$ cat config.mk
export PLATFORM = sky130hd
export DESIGN_NAME = uart_irq_core
export DESIGN_NICKNAME = d
export VERILOG_FILES = /design/src/design/uart_irq_pkg.sv /design/src/design/uart_irq_core.sv /design/src/design/tx_data_fifo.sv
export SDC_FILE = /design/constraint.sdc
export NUM_CORES = 1
export LEC_CHECK = 0
export BUFFER_PORTS_ARGS = -buffer_cell sky130_fd_sc_hd__buf_2
export CAP_MARGIN = 15
export CORE_MARGIN = 2
export CORE_UTILIZATION = 45
export CTS_CLUSTER_DIAMETER = 100
export CTS_CLUSTER_SIZE = 30
export DETAILED_ROUTE_END_ITERATION = 10
export GPL_TIMING_DRIVEN = 0
export SYNTH_ARGS = -nofsm -noshare
export SYNTH_HDL_FRONTEND = slang
export SYNTH_HIERARCHICAL = 1
export SYNTH_SLANG_ARGS = --single-unit
$ cat constraint.sdc
create_clock -name clk_in -period 8.59 [get_ports clk_in]
set_clock_uncertainty 0.15 [all_clocks]
set_input_delay 0.859 -clock clk_in [delete_from_list [all_inputs] [get_ports clk_in]]
set_output_delay 0.859 -clock clk_in [all_outputs]
set_load 0.05 [all_outputs]
$ cat src/design/uart_irq_pkg.sv
package uart_irq_pkg;
    localparam logic [15:0] DIVISOR_RESET = 16'h0002;
    localparam logic [15:0] COUNT_END = 16'h0001;
    localparam int LCTL_DLAB_BIT = 7;
    localparam int LCTL_ADDR_MARK_BIT = 4;
    localparam int LCTL_PARITY_ON_BIT = 3;
    localparam logic [7:0] LCTL_RESET = 8'h00;
    localparam logic [3:0] ENABLE_RESET = 4'h0;
    localparam int ENA_RX_BIT = 0;
    localparam int ENA_HOLD_BIT = 1;
    localparam int ENA_LSR_BIT = 2;
    localparam int ENA_MSR_BIT = 3;
    localparam int ENA_TCIE_BIT = 4;
    localparam int OVERSAMPLE = 16;
    localparam int TIMEOUT_BYTES = 4;
    localparam int BITS_PER_BYTE = 10;
    localparam int FIFO_DEPTH = 8;
    localparam logic [3:0] BIT_TICKS_LAST = 4'hF;
    localparam logic [3:0] FRAME_BITS_LAST = 4'hA;
    localparam logic [2:0] CAUSE_LINE = 3'h3;
    localparam logic [2:0] CAUSE_RX = 3'h2;
    localparam logic [2:0] CAUSE_TIMEOUT = 3'h6;
    localparam logic [2:0] CAUSE_HOLD = 3'h1;
    localparam logic [2:0] CAUSE_TCOMP = 3'h5;
    localparam logic [2:0] CAUSE_MODEM = 3'h0;
    localparam logic [2:0] CAUSE_NONE = 3'h7;
endpackage

$ cat src/design/uart_irq_core.sv
`timescale 1ns/10ps
`default_nettype none
// How it works
// RQ1 - Holding-empty interrupt while holding FIFO empty, masked by its own enable
// RQ2 - Transmission-complete interrupt after shift ends; next holding write clears it
// RQ3 - Data-ready while FIFO count reaches trigger, or buffer holds byte
// RQ4 - Time-out after four idle byte times below trigger; clears only when empty
// RQ5 - Data-ready and time-out share one enable, apart from line status enable
// RQ6 - Line status interrupt on parity, framing, overrun or break
// RQ7 - Nine-bit parity mismatch reported as address byte, raising line status
// RQ8 - In FIFO mode line status only for errored head byte; status read drops it
// RQ9 - Summary error flag set while any errored byte stays in receive FIFO
// RQ10 - Modem status interrupt on any modem input change; status read clears it
// RQ11 - Reset restores control and status defaults and flushes both FIFOs; reset here flushes only the transmit FIFO, the receive FIFO is outside
// RQ12 - Address-mark select auto-clears once its byte is fully sent
// RQ13 - Host waits for transmitter idle, then sets address mark with parity
// RQ14 - Host treats line status cause as address mark, ignoring parity error
// RQ15 - Receiver always active; no receiver enable exists
// RQ16 - Host polls status registers when interrupts are disabled
// RQ17 - Sixteen-bit downcounter to 0001h, then reloads with one-cycle pulse
// RQ18 - Divisor resets to 0002h
// RQ19 - Divisor byte write loads counter at once and restarts
// RQ20 - Divisor bytes reachable only while line control bit 7 set
// RQ21 - Host sets bit 7, writes divisor bytes, clears bit 7
// RQ22 - Host writes up to sixteen bytes per transmit interrupt; the transmit FIFO here is FIFO_DEPTH (8) deep
// RQ23 - One serial bit each sixteen end-of-count pulses
// RQ24 - Least significant bit first; output idles high
// RQ25 - Interrupt output is OR of enabled pending sources
module uart_irq_core #(
    parameter int FIFO_W = 8,
    parameter int FIFO_D = uart_irq_pkg::FIFO_DEPTH
) (
    // Clock and reset
    input wire logic clk_in,
    input wire logic rst_b_in,
    // Register access strobes
    input wire logic thr_wr_in,
    input wire logic [7:0] wdata_in,
    input wire logic lctl_wr_in,
    input wire logic div_lo_wr_in,
    input wire logic div_hi_wr_in,
    input wire logic rbr_rd_in,
    input wire logic lsr_rd_in,
    input wire logic msr_rd_in,
    input wire logic [4:0] int_enable_in,
    input wire logic fifo_en_in,
    input wire logic nine_bit_in,
    // Receive side status
    input wire logic [4:0] rx_count_in,
    input wire logic [4:0] rx_trigger_in,
    input wire logic rx_fifo_wr_in,
    input wire logic rx_head_err_in,
    input wire logic rx_any_err_in,
    input wire logic parity_err_in,
    input wire logic framing_err_in,
    input wire logic overrun_in,
    input wire logic break_in,
    // Pins
    input wire logic [3:0] modem_pins_in,
    input wire logic rx_pin_in,
    output logic tx_pin_out,
    // Status out
    output logic irq_out,
    output logic [2:0] cause_out,
    output logic [7:0] lctl_out,
    output logic [15:0] divisor_out,
    output logic baud_tick_out,
    output logic holding_empty_out,
    output logic tx_idle_out,
    output logic err_summary_out,
    output logic rx_sample_out,
    output logic thr_ready_out
);
    typedef enum logic [1:0] {TX_IDLE = 2'b00, TX_SHIFT = 2'b01} tx_st_t;
    typedef struct packed {
        logic [15:0] div;
        logic [15:0] cnt;
        logic tick;
        logic [7:0] lctl;
        tx_st_t txs;
        logic [3:0] sub;
        logic [3:0] bitn;
        logic [10:0] shreg;
        logic mark_sent;
        logic tcomp;
        logic line_p;
        logic msr_p;
        logic to_p;
        logic [7:0] idle_ticks;
        logic [2:0] idle_bytes;
        logic [3:0] m_s1, m_s2, m_s3;
        logic rx_s1, rx_s2;
        logic tx;
        logic irq;
        logic [2:0] cause;
        logic herr, aerr, idle, head_ack;
    } st_t;
    st_t q, d;
    logic f_valid, f_pop;
    logic [7:0] f_data;
    logic rx_rdy, line_src, dlab, tx_done;
    assign dlab = q.lctl[uart_irq_pkg::LCTL_DLAB_BIT];
    assign tx_done = q.txs == TX_SHIFT && q.tick && q.sub == uart_irq_pkg::BIT_TICKS_LAST
        && q.bitn == uart_irq_pkg::FRAME_BITS_LAST;
    assign f_pop = q.txs == TX_IDLE && q.tick;
    tx_data_fifo #(.WIDTH(FIFO_W), .DEPTH(FIFO_D)) u_fifo (
        .clk_in(clk_in),
        .rst_b_in(rst_b_in),
        .flush_in(1'b0),
        .wr_valid_in(thr_wr_in && !dlab),
        .wr_ready_out(thr_ready_out),
        .wr_data_in(wdata_in),
        .rd_valid_out(f_valid),
        .rd_ready_in(f_pop),
        .rd_data_out(f_data)
    );
    // Data-ready level: trigger in FIFO mode, any byte otherwise
    assign rx_rdy = fifo_en_in ? (rx_count_in >= rx_trigger_in) : (rx_count_in != 5'h00); // RQ3
    always_comb begin
        d = q;
        d.rx_s1 = rx_pin_in;
        d.rx_s2 = q.rx_s1; // RQ15
        d.m_s1 = modem_pins_in;
        d.m_s2 = q.m_s1;
        d.m_s3 = q.m_s2;
        d.tick = 1'b0;
        // Baud divisor counter
        if (q.cnt == uart_irq_pkg::COUNT_END) begin
            d.cnt = q.div; // RQ17
            d.tick = 1'b1;
        end else begin
            d.cnt = q.cnt - 16'h0001;
        end
        if (div_lo_wr_in && dlab) begin // RQ20
            d.div = {q.div[15:8], wdata_in};
            d.cnt = {q.div[15:8], wdata_in}; // RQ19
        end
        if (div_hi_wr_in && dlab) begin // RQ20
            d.div = {wdata_in, q.div[7:0]};
            d.cnt = {wdata_in, q.div[7:0]}; // RQ19
        end
        if (lctl_wr_in) begin
            d.lctl = wdata_in;
        end
        // Transmitter: 16 ticks per bit, LSB first, idle high
        case (q.txs)
            TX_IDLE: begin
                d.tx = 1'b1; // RQ24
                if (f_pop && f_valid) begin
                    d.shreg = {1'b1, q.lctl[uart_irq_pkg::LCTL_ADDR_MARK_BIT], f_data, 1'b0};
                    d.mark_sent = q.lctl[uart_irq_pkg::LCTL_ADDR_MARK_BIT];
                    d.txs = TX_SHIFT;
                    d.sub = 4'h0;
                    d.bitn = 4'h0;
                end
            end
            TX_SHIFT: begin
                d.tx = q.shreg[0]; // RQ24
                if (q.tick) begin
                    d.sub = q.sub + 4'h1;
                    if (q.sub == uart_irq_pkg::BIT_TICKS_LAST) begin // RQ23
                        d.shreg = {1'b1, q.shreg[10:1]};
                        d.bitn = q.bitn + 4'h1;
                        if (tx_done) begin
                            d.txs = TX_IDLE;
                            d.tcomp = 1'b1; // RQ2
                            if (q.mark_sent) begin
                                d.lctl[uart_irq_pkg::LCTL_ADDR_MARK_BIT] = 1'b0; // RQ12
                            end
                        end
                    end
                end
            end
            default: d.txs = TX_IDLE;
        endcase
        if (thr_wr_in && !dlab && !tx_done) begin
            d.tcomp = 1'b0; // RQ2
        end
        // Time-out: idle byte times counted in 16x ticks
        if (rbr_rd_in || rx_fifo_wr_in || rx_count_in == 5'h00 || rx_rdy) begin
            d.idle_ticks = 8'h00;
            d.idle_bytes = 3'h0;
        end else if (q.tick && q.idle_bytes != 3'(uart_irq_pkg::TIMEOUT_BYTES)) begin
            if (q.idle_ticks == 8'(uart_irq_pkg::OVERSAMPLE * uart_irq_pkg::BITS_PER_BYTE - 1)) begin
                d.idle_ticks = 8'h00;
                d.idle_bytes = q.idle_bytes + 3'h1;
            end else begin
                d.idle_ticks = q.idle_ticks + 8'h01;
            end
        end
        if (rx_count_in == 5'h00) begin
            d.to_p = 1'b0; // RQ4
        end else if (q.idle_bytes == 3'(uart_irq_pkg::TIMEOUT_BYTES)) begin
            d.to_p = 1'b1; // RQ4
        end
        // Line status: set wins over read clear outside FIFO mode
        line_src = parity_err_in || framing_err_in || overrun_in || break_in; // RQ6 RQ7
        if (fifo_en_in) begin
            // A read quiets the head byte until it leaves or turns clean
            if (lsr_rd_in) begin
                d.head_ack = 1'b1;
            end else if (rbr_rd_in || !rx_head_err_in) begin
                d.head_ack = 1'b0;
            end
            d.line_p = rx_head_err_in && !q.head_ack && !lsr_rd_in; // RQ8
        end else begin
            if (lsr_rd_in) begin
                d.line_p = 1'b0;
            end
            if (line_src) begin
                d.line_p = 1'b1; // RQ6
            end
        end
        if (msr_rd_in) begin
            d.msr_p = 1'b0;
        end
        if (q.m_s3 != q.m_s2) begin
            d.msr_p = 1'b1; // RQ10
        end
        d.herr = !f_valid; // RQ1
        d.idle = !f_valid && q.txs == TX_IDLE; // RQ13
        d.aerr = rx_any_err_in; // RQ9
        // Priority encode and combine enabled sources
        d.cause = uart_irq_pkg::CAUSE_NONE;
        d.irq = 1'b1;
        if (q.line_p && int_enable_in[uart_irq_pkg::ENA_LSR_BIT]) begin
            d.cause = uart_irq_pkg::CAUSE_LINE;
        end else if (rx_rdy && int_enable_in[uart_irq_pkg::ENA_RX_BIT]) begin // RQ5
            d.cause = uart_irq_pkg::CAUSE_RX;
        end else if (q.to_p && int_enable_in[uart_irq_pkg::ENA_RX_BIT]) begin // RQ5
            d.cause = uart_irq_pkg::CAUSE_TIMEOUT;
        end else if (!f_valid && int_enable_in[uart_irq_pkg::ENA_HOLD_BIT]) begin // RQ1
            d.cause = uart_irq_pkg::CAUSE_HOLD;
        end else if (q.tcomp && int_enable_in[uart_irq_pkg::ENA_TCIE_BIT]) begin // RQ2
            d.cause = uart_irq_pkg::CAUSE_TCOMP;
        end else if (q.msr_p && int_enable_in[uart_irq_pkg::ENA_MSR_BIT]) begin
            d.cause = uart_irq_pkg::CAUSE_MODEM;
        end else begin
            d.irq = 1'b0; // RQ25
        end
    end
    always_ff @(posedge clk_in) begin
        if (!rst_b_in) begin // RQ11
            q <= '0;
            q.div <= uart_irq_pkg::DIVISOR_RESET; // RQ18
            q.cnt <= uart_irq_pkg::DIVISOR_RESET;
            q.lctl <= uart_irq_pkg::LCTL_RESET;
            q.txs <= TX_IDLE;
            q.tx <= 1'b1;
            q.rx_s1 <= 1'b1;
            q.rx_s2 <= 1'b1;
            q.herr <= 1'b1;
            q.idle <= 1'b1;
            q.cause <= uart_irq_pkg::CAUSE_NONE;
        end else begin
            q <= d;
        end
    end
    assign irq_out = q.irq;
    assign cause_out = q.cause;
    assign lctl_out = q.lctl;
    assign divisor_out = q.div;
    assign baud_tick_out = q.tick;
    assign holding_empty_out = q.herr;
    assign tx_idle_out = q.idle;
    assign err_summary_out = q.aerr;
    assign rx_sample_out = q.rx_s2;
    assign tx_pin_out = q.tx;
endmodule
`default_nettype wire

$ cat src/design/tx_data_fifo.sv
`timescale 1ns/10ps
`default_nettype none
module tx_data_fifo #(
    parameter int WIDTH = 8,
    parameter int DEPTH = 8
) (
    // Clock and reset
    input wire logic clk_in,
    input wire logic rst_b_in,
    input wire logic flush_in,
    // Fill side
    input wire logic wr_valid_in,
    output logic wr_ready_out,
    input wire logic [WIDTH-1:0] wr_data_in,
    // Drain side
    output logic rd_valid_out,
    input wire logic rd_ready_in,
    output logic [WIDTH-1:0] rd_data_out
);
    localparam int AW = $clog2(DEPTH);
    typedef struct packed {
        logic [AW:0] wp;
        logic [AW:0] rp;
        logic [WIDTH-1:0] dout;
        logic rdy;
    } fifo_state_t;
    logic [WIDTH-1:0] mem_q [DEPTH];
    fifo_state_t s_q, s_d;
    logic full, empty, push, pop;
    assign empty = s_q.wp == s_q.rp;
    assign full = (s_q.wp[AW] != s_q.rp[AW]) && (s_q.wp[AW-1:0] == s_q.rp[AW-1:0]);
    assign push = wr_valid_in && !full;
    assign pop = rd_ready_in && !empty;
    assign wr_ready_out = s_q.rdy;
    assign rd_valid_out = !empty;
    assign rd_data_out = s_q.dout;
    always_comb begin
        s_d = s_q;
        if (push) begin
            s_d.wp = s_q.wp + 1'b1;
        end
        if (pop) begin
            s_d.rp = s_q.rp + 1'b1;
        end
        if (flush_in) begin
            s_d.wp = '0;
            s_d.rp = '0;
        end
        // Head word registered; bypass when it is being written now
        s_d.dout = mem_q[s_d.rp[AW-1:0]];
        if (push && s_d.rp == s_q.wp) begin
            s_d.dout = wr_data_in;
        end
        s_d.rdy = !((s_d.wp[AW] != s_d.rp[AW]) && (s_d.wp[AW-1:0] == s_d.rp[AW-1:0]));
    end
    always_ff @(posedge clk_in) begin
        if (!rst_b_in) begin
            s_q <= '0;
            s_q.rdy <= 1'b1;
        end else begin
            s_q <= s_d;
        end
    end
    always_ff @(posedge clk_in) begin
        if (push) begin
            mem_q[s_q.wp[AW-1:0]] <= wr_data_in;
        end
    end
endmodule
`default_nettype wire

======== Yosys cells after proc, flatten, opt, wreduce, memory -nomap -nowiden ========
Memories as Yosys holds them, arrays and structs flattened.
Index checks and enable logic that the tools add are counted.
storage, ports and cells
  RAM bits ................................ 64
  register bits ........................... 118
  logic and storage cells ................. 166
  memories kept ........................... 1
memory list
  memory        words  width  rd ports  clocked after Yosys merged registers in  wr ports  line                text
  u_fifo.mem_q  8      8      1         0                                        1         tx_data_fifo.sv:27  logic [WIDTH-1:0] mem_q [DEPTH];
operators by class
  reduce and logical (&&, ||, !) cells .... 58
  bitwise gates (word level) .............. 2
  muxes and demuxes ....................... 44
  add/sub/neg operators ................... 7
  eq/ne operators ......................... 18
  order comparisons ....................... 1
operator list
  cell                   count
  $pmux 19 s2            1
  $mux 32                1
  $mux 24                1
  $logic_and 1x1->1      23
  $mux 1                 22
  $mux 22                1
  $mux 21                1
  $mux 3                 6
  $add 4x1->4 const B    4
  $eq 16x1->1 const B    1
  $mux 16                1
  $mux 8                 2
  $sub 16x1->16 const B  1
  $mux 15                1
  $reduce_and 4->1       3
  $add 8x1->8 const B    1
  $eq 4x4->1             2
  $eq 4x4->1 const B     2
  $eq 8x8->1 const B     1
  $logic_not 1->1        8
  $mux 4                 2
  $reduce_and 2->1       4
  $reduce_or 2->1        4
  $logic_or 1x1->1       7
  other kinds (22)       30

======== Depth between registers and ports, before layout ========
  depth in word-level cells ............... 8
  mapped depth ............................ 10

======== Cells and area by module ========
Netlist, hierarchy kept.
by module, submodules not included
  module         seq. area each (µm²)  area an instance (µm²)  times used  cells an instance
  uart_irq_core  2001.9                4745.8                  1           561
  tx_data_fifo   2262.2                3549.7                  1           257

======== Worst setup path after synthesis ========
OpenSTA, ideal clock, no wires.
  kind .................................... input -> register
  from .................................... input thr_wr_in
  to ...................................... register u_fifo.s_q (netlist bit u_fifo/wr_ready_out)
  cell stages on the path ................. 7
  data arrival time ....................... 2.775 ns
  path slack .............................. 5.531 ns
  library setup time ...................... 0.134 ns
  cell sequence ........................... nor2b_1 o41ai_2 or2_1 nor2_1 xnor2_1 xor2_1 or4_1
between the ends
  longest elaborated chain between the ends .. 6
  elaborated cells between the ends (all ways) .. 7
  those cells by class .................... 2 x eq/ne; 1 x mux; 4 x reduce/logical
RTL lines
  what                                      line                  text
  start, declared                           uart_irq_core.sv:37   input wire logic thr_wr_in,
  $logic_and 1x1->1 (*)                     uart_irq_core.sv:110  .wr_valid_in(thr_wr_in && !dlab),
  $logic_and 1x1->1 (*)                     tx_data_fifo.sv:32    assign push = wr_valid_in && !full;
  $mux 4 (*)                                tx_data_fifo.sv:39    if (push) begin
  $eq 3x3->1 or $ne 1x1->1 (tied branches)  tx_data_fifo.sv:54    s_d.rdy = !((s_d.wp[AW] != s_d.rp[AW]) && (s_d.wp[AW-1:0] == s_d.rp[AW-1:0]));
  $logic_and 1x1->1 (*)                     tx_data_fifo.sv:54
  $logic_not 1->1 (*)                       tx_data_fifo.sv:54
  end, declared                             tx_data_fifo.sv:28    fifo_state_t s_q, s_d;
Every way passes the cells marked *; elsewhere a longest branch is shown, timed or not.
A chain may end at the register's enable or synchronous reset.

======== Final worst setup path ========
  from .................................... register q (netlist bit lctl_out[7])
  to ...................................... register u_fifo.s_q (netlist bit u_fifo/wr_ready_out)
between the ends
  longest elaborated chain between the ends .. 7
  elaborated cells between the ends (all ways) .. 8
  those cells by class .................... 2 x eq/ne; 1 x mux; 5 x reduce/logical
RTL lines
  what                                      line                  text
  start, declared                           uart_irq_core.sv:98   st_t q, d;
  $logic_not 1->1 (*)                       uart_irq_core.sv:110
  $logic_and 1x1->1 (*)                     uart_irq_core.sv:110
  $logic_and 1x1->1 (*)                     tx_data_fifo.sv:32
  $mux 4 (*)                                tx_data_fifo.sv:39
  $eq 3x3->1 or $ne 1x1->1 (tied branches)  tx_data_fifo.sv:54
  $logic_and 1x1->1 (*)                     tx_data_fifo.sv:54
  $logic_not 1->1 (*)                       tx_data_fifo.sv:54
Marked as above.

==> run_results.csv <==
group,metric,value,unit
detailed_routing,wl_per_cell,16.34,um
detailed_routing,routed-via-count,6064,
setup_path,cp_max_fo,10,
global_routing,grt_pass1_wl,30.25,mm
floorplan,die_width,139.8,um
detailed_routing,routed_via_density,5.232,
floorplan,rows,49,
synth,ys_seq_area_share,51.40,%
layout,utilization,53.23,%
synth,yosysWarnings,6,
global_routing,busiest_layer,"met2",
power_and_ir_drop,max-vdd-ir-drop,0.0001564,V
clock_tree,postCtsHoldBufs,0,
placement,place_area,0.008982,mm2
layout,num_antenna_cells,0,
clock_tree,clk_pin_slew,70,ps
power_and_ir_drop,switching_share,27.14,%
timing,fmax,0.2816,GHz
clock_tree,cts-root-buf,"clkbuf_16",
setup_path,r2r_cells,8,
global_routing,grt_usage,19.50,%
timing,worstMarginPinSlew,1070,ps
synth,synth.cell_area,0.008295,mm2
clock_tree,clock-sinks,181,
power_and_ir_drop,p_int,1508,uW
floorplan,die_area,0.01954,mm2
power_and_ir_drop,p_leak,0.004024,uW
layout,area_growth,15.66,%
placement,io_buffers,78,
clock_tree,cts_setup_buffers,0,
layout,final_layout_size_suffix_gt1_share,19.14,%
clock_tree,insertion_delay,430,ps
global_routing,grt_start_max_net_pins,18,
setup_path,startpoint_type,"flip-flop",
hold_path,hold_depth,1,
hold_path,worstHoldStart,"d[9]$_SDFF_PN1_",
detailed_routing,wirelength,18.94,mm
timing,fin_tns_setup,0,ps
detailed_routing,drtPass1Iterations,5,
detailed_routing,drc,0,
detailed_routing,first_iter_violations,377,
floorplan,ios,81,
setup_path,reg2reg_to,"u_fifo/wr_ready_out$_SDFF_PN1_",
timing,fin_crit_sh,41.34,%
setup_path,r2r_start,"lctl_out[7]$_SDFFE_PN0P_",
setup_path,critical_path_class,"flip-flop to flip-flop",
power_and_ir_drop,clkPwrFrac,38.7,%
power_and_ir_drop,p_per_area,215.7,mW/mm2
clock_tree,cts_made_buffers,17,
layout,fin_area,0.009594,mm2
global_routing,overflow,0,
power_and_ir_drop,seqPwrFrac,46.4,%
synth,synth_edf_count,64,
clock_tree,htreeDepth,4,
power_and_ir_drop,power_frac_comb,14.9,%
setup_path,crit_required,8730,ps
placement,hpwl,13.25,mm
synth,synthFlopType,"dfxtp_1",
job,maxCapViolations,0,
global_routing,antenna_found_initial,0,
timing,grt_setup_unrepaired,"no",
timing,finalHoldViolCount,0,
run_status,outcome,"completed",
timing,relSlewSlack,28.41,%
synth,netlist_instances,818,
synth,avgSynthCellArea,10.14,um2
synth,syn_nets,879,
synth,synthArstFlopShare,0,%
setup_path,crit_path_end_kind,"flip-flop",
global_routing,use_met2,31.04,%
layout,fillers,1689,
detailed_routing,ant_nets,0,
setup_path,r2r_slack,5040,ps
hold_path,min_to,"rx_sample_out$_SDFF_PN1_",
global_routing,grt_util_met3,3.476,%
timing,slew_violations,0,
hold_path,holdCritPathClass,"flip-flop to flip-flop",
clock_tree,clockBufferDepth,2,
floorplan,die_h,139.8,um
timing,setup_viol,0,
floorplan,fp.coreArea,0.01802,mm2
clock_tree,post_cts_resized,0,
timing,min_period,3551,ps
synth,synth.distinct_cells,76,
clock_tree,cts_tree,"built",
placement,place_congestion,0.8016,
layout,nets,978,
synth,ys_ff_latch,181,
setup_path,worstPathArrival,3690,ps
power_and_ir_drop,p_sw,561.7,uW
global_routing,grtUsageMet1,27.60,%
timing,whs,262.4,ps
global_routing,grt_pass1_vias,5739,
floorplan,initial_utilization,46.02,%
## layer usage
layer  wire length (um)  vias to the layer above
met5                  0                        -
met4                196                        0
met3                773                       13
met2               8713                      138
met1               9255                     2849
li1                   -                     3064
## flip-flops by register name, summed over array words and instances, names as in the netlist
signal and cells:
tx_pin_out 1, u_fifo/mem_q 64, u_fifo/wr_ready_out 1, d 9, tx_idle_out 1, u_fifo/rd_data_out 8, baud_tick_out 1, cause_out 3
u_fifo/s_q 8, q 57, holding_empty_out 1, divisor_out 16, lctl_out 8, irq_out 1, rx_sample_out 1, err_summary_out 1
## synthesized netlist by cell type, drive strengths merged, types with 2 or more instances
cell | number | share of area, %
dfxtp | 117 | 28
nand2 | 80 | 3.7
nor2 | 79 | 3.6
edfxtp | 64 | 23
mux2i | 51 | 6.3
a21oi | 47 | 2.8
buf | 47 | 4.1
o21ai | 30 | 1.8
nor3 | 28 | 2.0
xor2 | 26 | 2.9
clkbuf | 23 | 1.0
o22ai | 21 | 1.6
inv | 20 | 0.90
and2 | 17 | 1.3
nor2b | 17 | 1.3
xnor2 | 16 | 1.7
ha | 15 | 2.3
nand2b | 13 | 0.98
and3 | 10 | 0.75
nand3 | 10 | 0.60
nand4 | 9 | 0.75
a221o | 8 | 0.97
a22oi | 8 | 0.72
nor4 | 8 | 0.94
o21a | 4 | 0.36
a211oi | 3 | 0.27
a21o | 3 | 0.29
a31oi | 3 | 0.23
o41ai | 3 | 0.63
a211o | 2 | 0.21
and4 | 2 | 0.21
nand3b | 2 | 0.18
nor3b | 2 | 0.18
nor4b | 2 | 0.21
o21bai | 2 | 0.18
o31ai | 2 | 0.18
or3 | 2 | 0.15
or4 | 2 | 0.18
## worst max-delay path, stage by stage, from the launching register on
cell and delay (ps):
dfxtp_1 330, clkbuf_1 250, nor2b_1 390, o41ai_2 270
or2_1 320, nor2_1 820, xnor2_1 210, xor2_1 210
or4_1 470
## how the worst max path moves through the flow
stage                                        start                        endpoint  slack, ps  cells past startpoint
after floorplan                          thr_wr_in  u_fifo/wr_ready_out$_SDFF_PN1_       5530                      7
after global placement                   thr_wr_in  u_fifo/wr_ready_out$_SDFF_PN1_       4680                      8
final                     lctl_out[7]$_SDFFE_PN0P_  u_fifo/wr_ready_out$_SDFF_PN1_       5040                      8
after global routing      lctl_out[7]$_SDFFE_PN0P_  u_fifo/wr_ready_out$_SDFF_PN1_       4810                      8
after detailed placement                 thr_wr_in  u_fifo/wr_ready_out$_SDFF_PN1_       4710                      8
after CTS                 lctl_out[7]$_SDFFE_PN0P_  u_fifo/wr_ready_out$_SDFF_PN1_       5030                      8
## stage by stage
stage,setup WS [ps],power [uW],instances
CTS,5030,2087,1159
global placement,4679,1285,1125
global route,4811,2157,1159
floorplan,5531,1203,818
detailed placement,4706,1286,1127
finish,5039,2070,1159
## logic make-up (layout without fill, tap and decap cells)
family | after synthesis | in the layout | share of synthesized area, %
DFF | 181 | 181 | 51.40
adders and majority gates | 15 | 15 | 2.262
xor gates and xnor gates | 42 | 42 | 4.615
AOI/OAI and AO/OA | 149 | 149 | 11.76
buffers and inverters | 91 | 203 | 6.048
muxes | 52 | 52 | 6.486
and+or+nand+nor | 287 | 287 | 17.38
other | 1 | 1 | 0.04521
## layout by cell type (no fill, tap or decap), types with 10 or more instances in the layout
cell | synthesis | final
nand2_1 | 79 | 79
nand3_1 | 10 | 10
edfxtp_1 | 64 | 64
xnor2_1 | 16 | 16
buf_2 | 8 | 88
clkbuf_16 | 0 | 17
nor2_1 | 78 | 78
ha_1 | 15 | 15
and2_1 | 17 | 17
o22ai_1 | 21 | 21
xor2_1 | 24 | 24
inv_1 | 19 | 19
mux2i_1 | 49 | 49
nand2b_1 | 13 | 13
buf_4 | 36 | 36
clkbuf_1 | 23 | 24
a21oi_1 | 47 | 47
nor3_1 | 24 | 24
dfxtp_1 | 117 | 117
nor2b_1 | 17 | 17
and3_1 | 10 | 10
o21ai_0 | 29 | 29
## cell type report
type | instances | area (um2) | share of cell area (%)
repair buffers | 80 | 400.4 | 4.173
flip-flops and latches | 181 | 4264 | 44.44
plain buffers | 70 | 422.9 | 4.408
multi-input cells | 546 | 3530 | 36.79
clock buffers | 21 | 470.5 | 4.903
clock inverters | 11 | 141.4 | 1.474
inverters | 21 | 78.83 | 0.8216
well taps | 229 | 286.5 | 2.986
## power groups by stage
stage	registers [uW]	clock network, uW	logic [uW]
after global placement	979	0	306
final	960	801	308
after detailed placement	980	0	306
after global routing	965	853	339
after CTS	960	817	309
after floorplan	978	0	225
(Power assumes the default switching activity.)
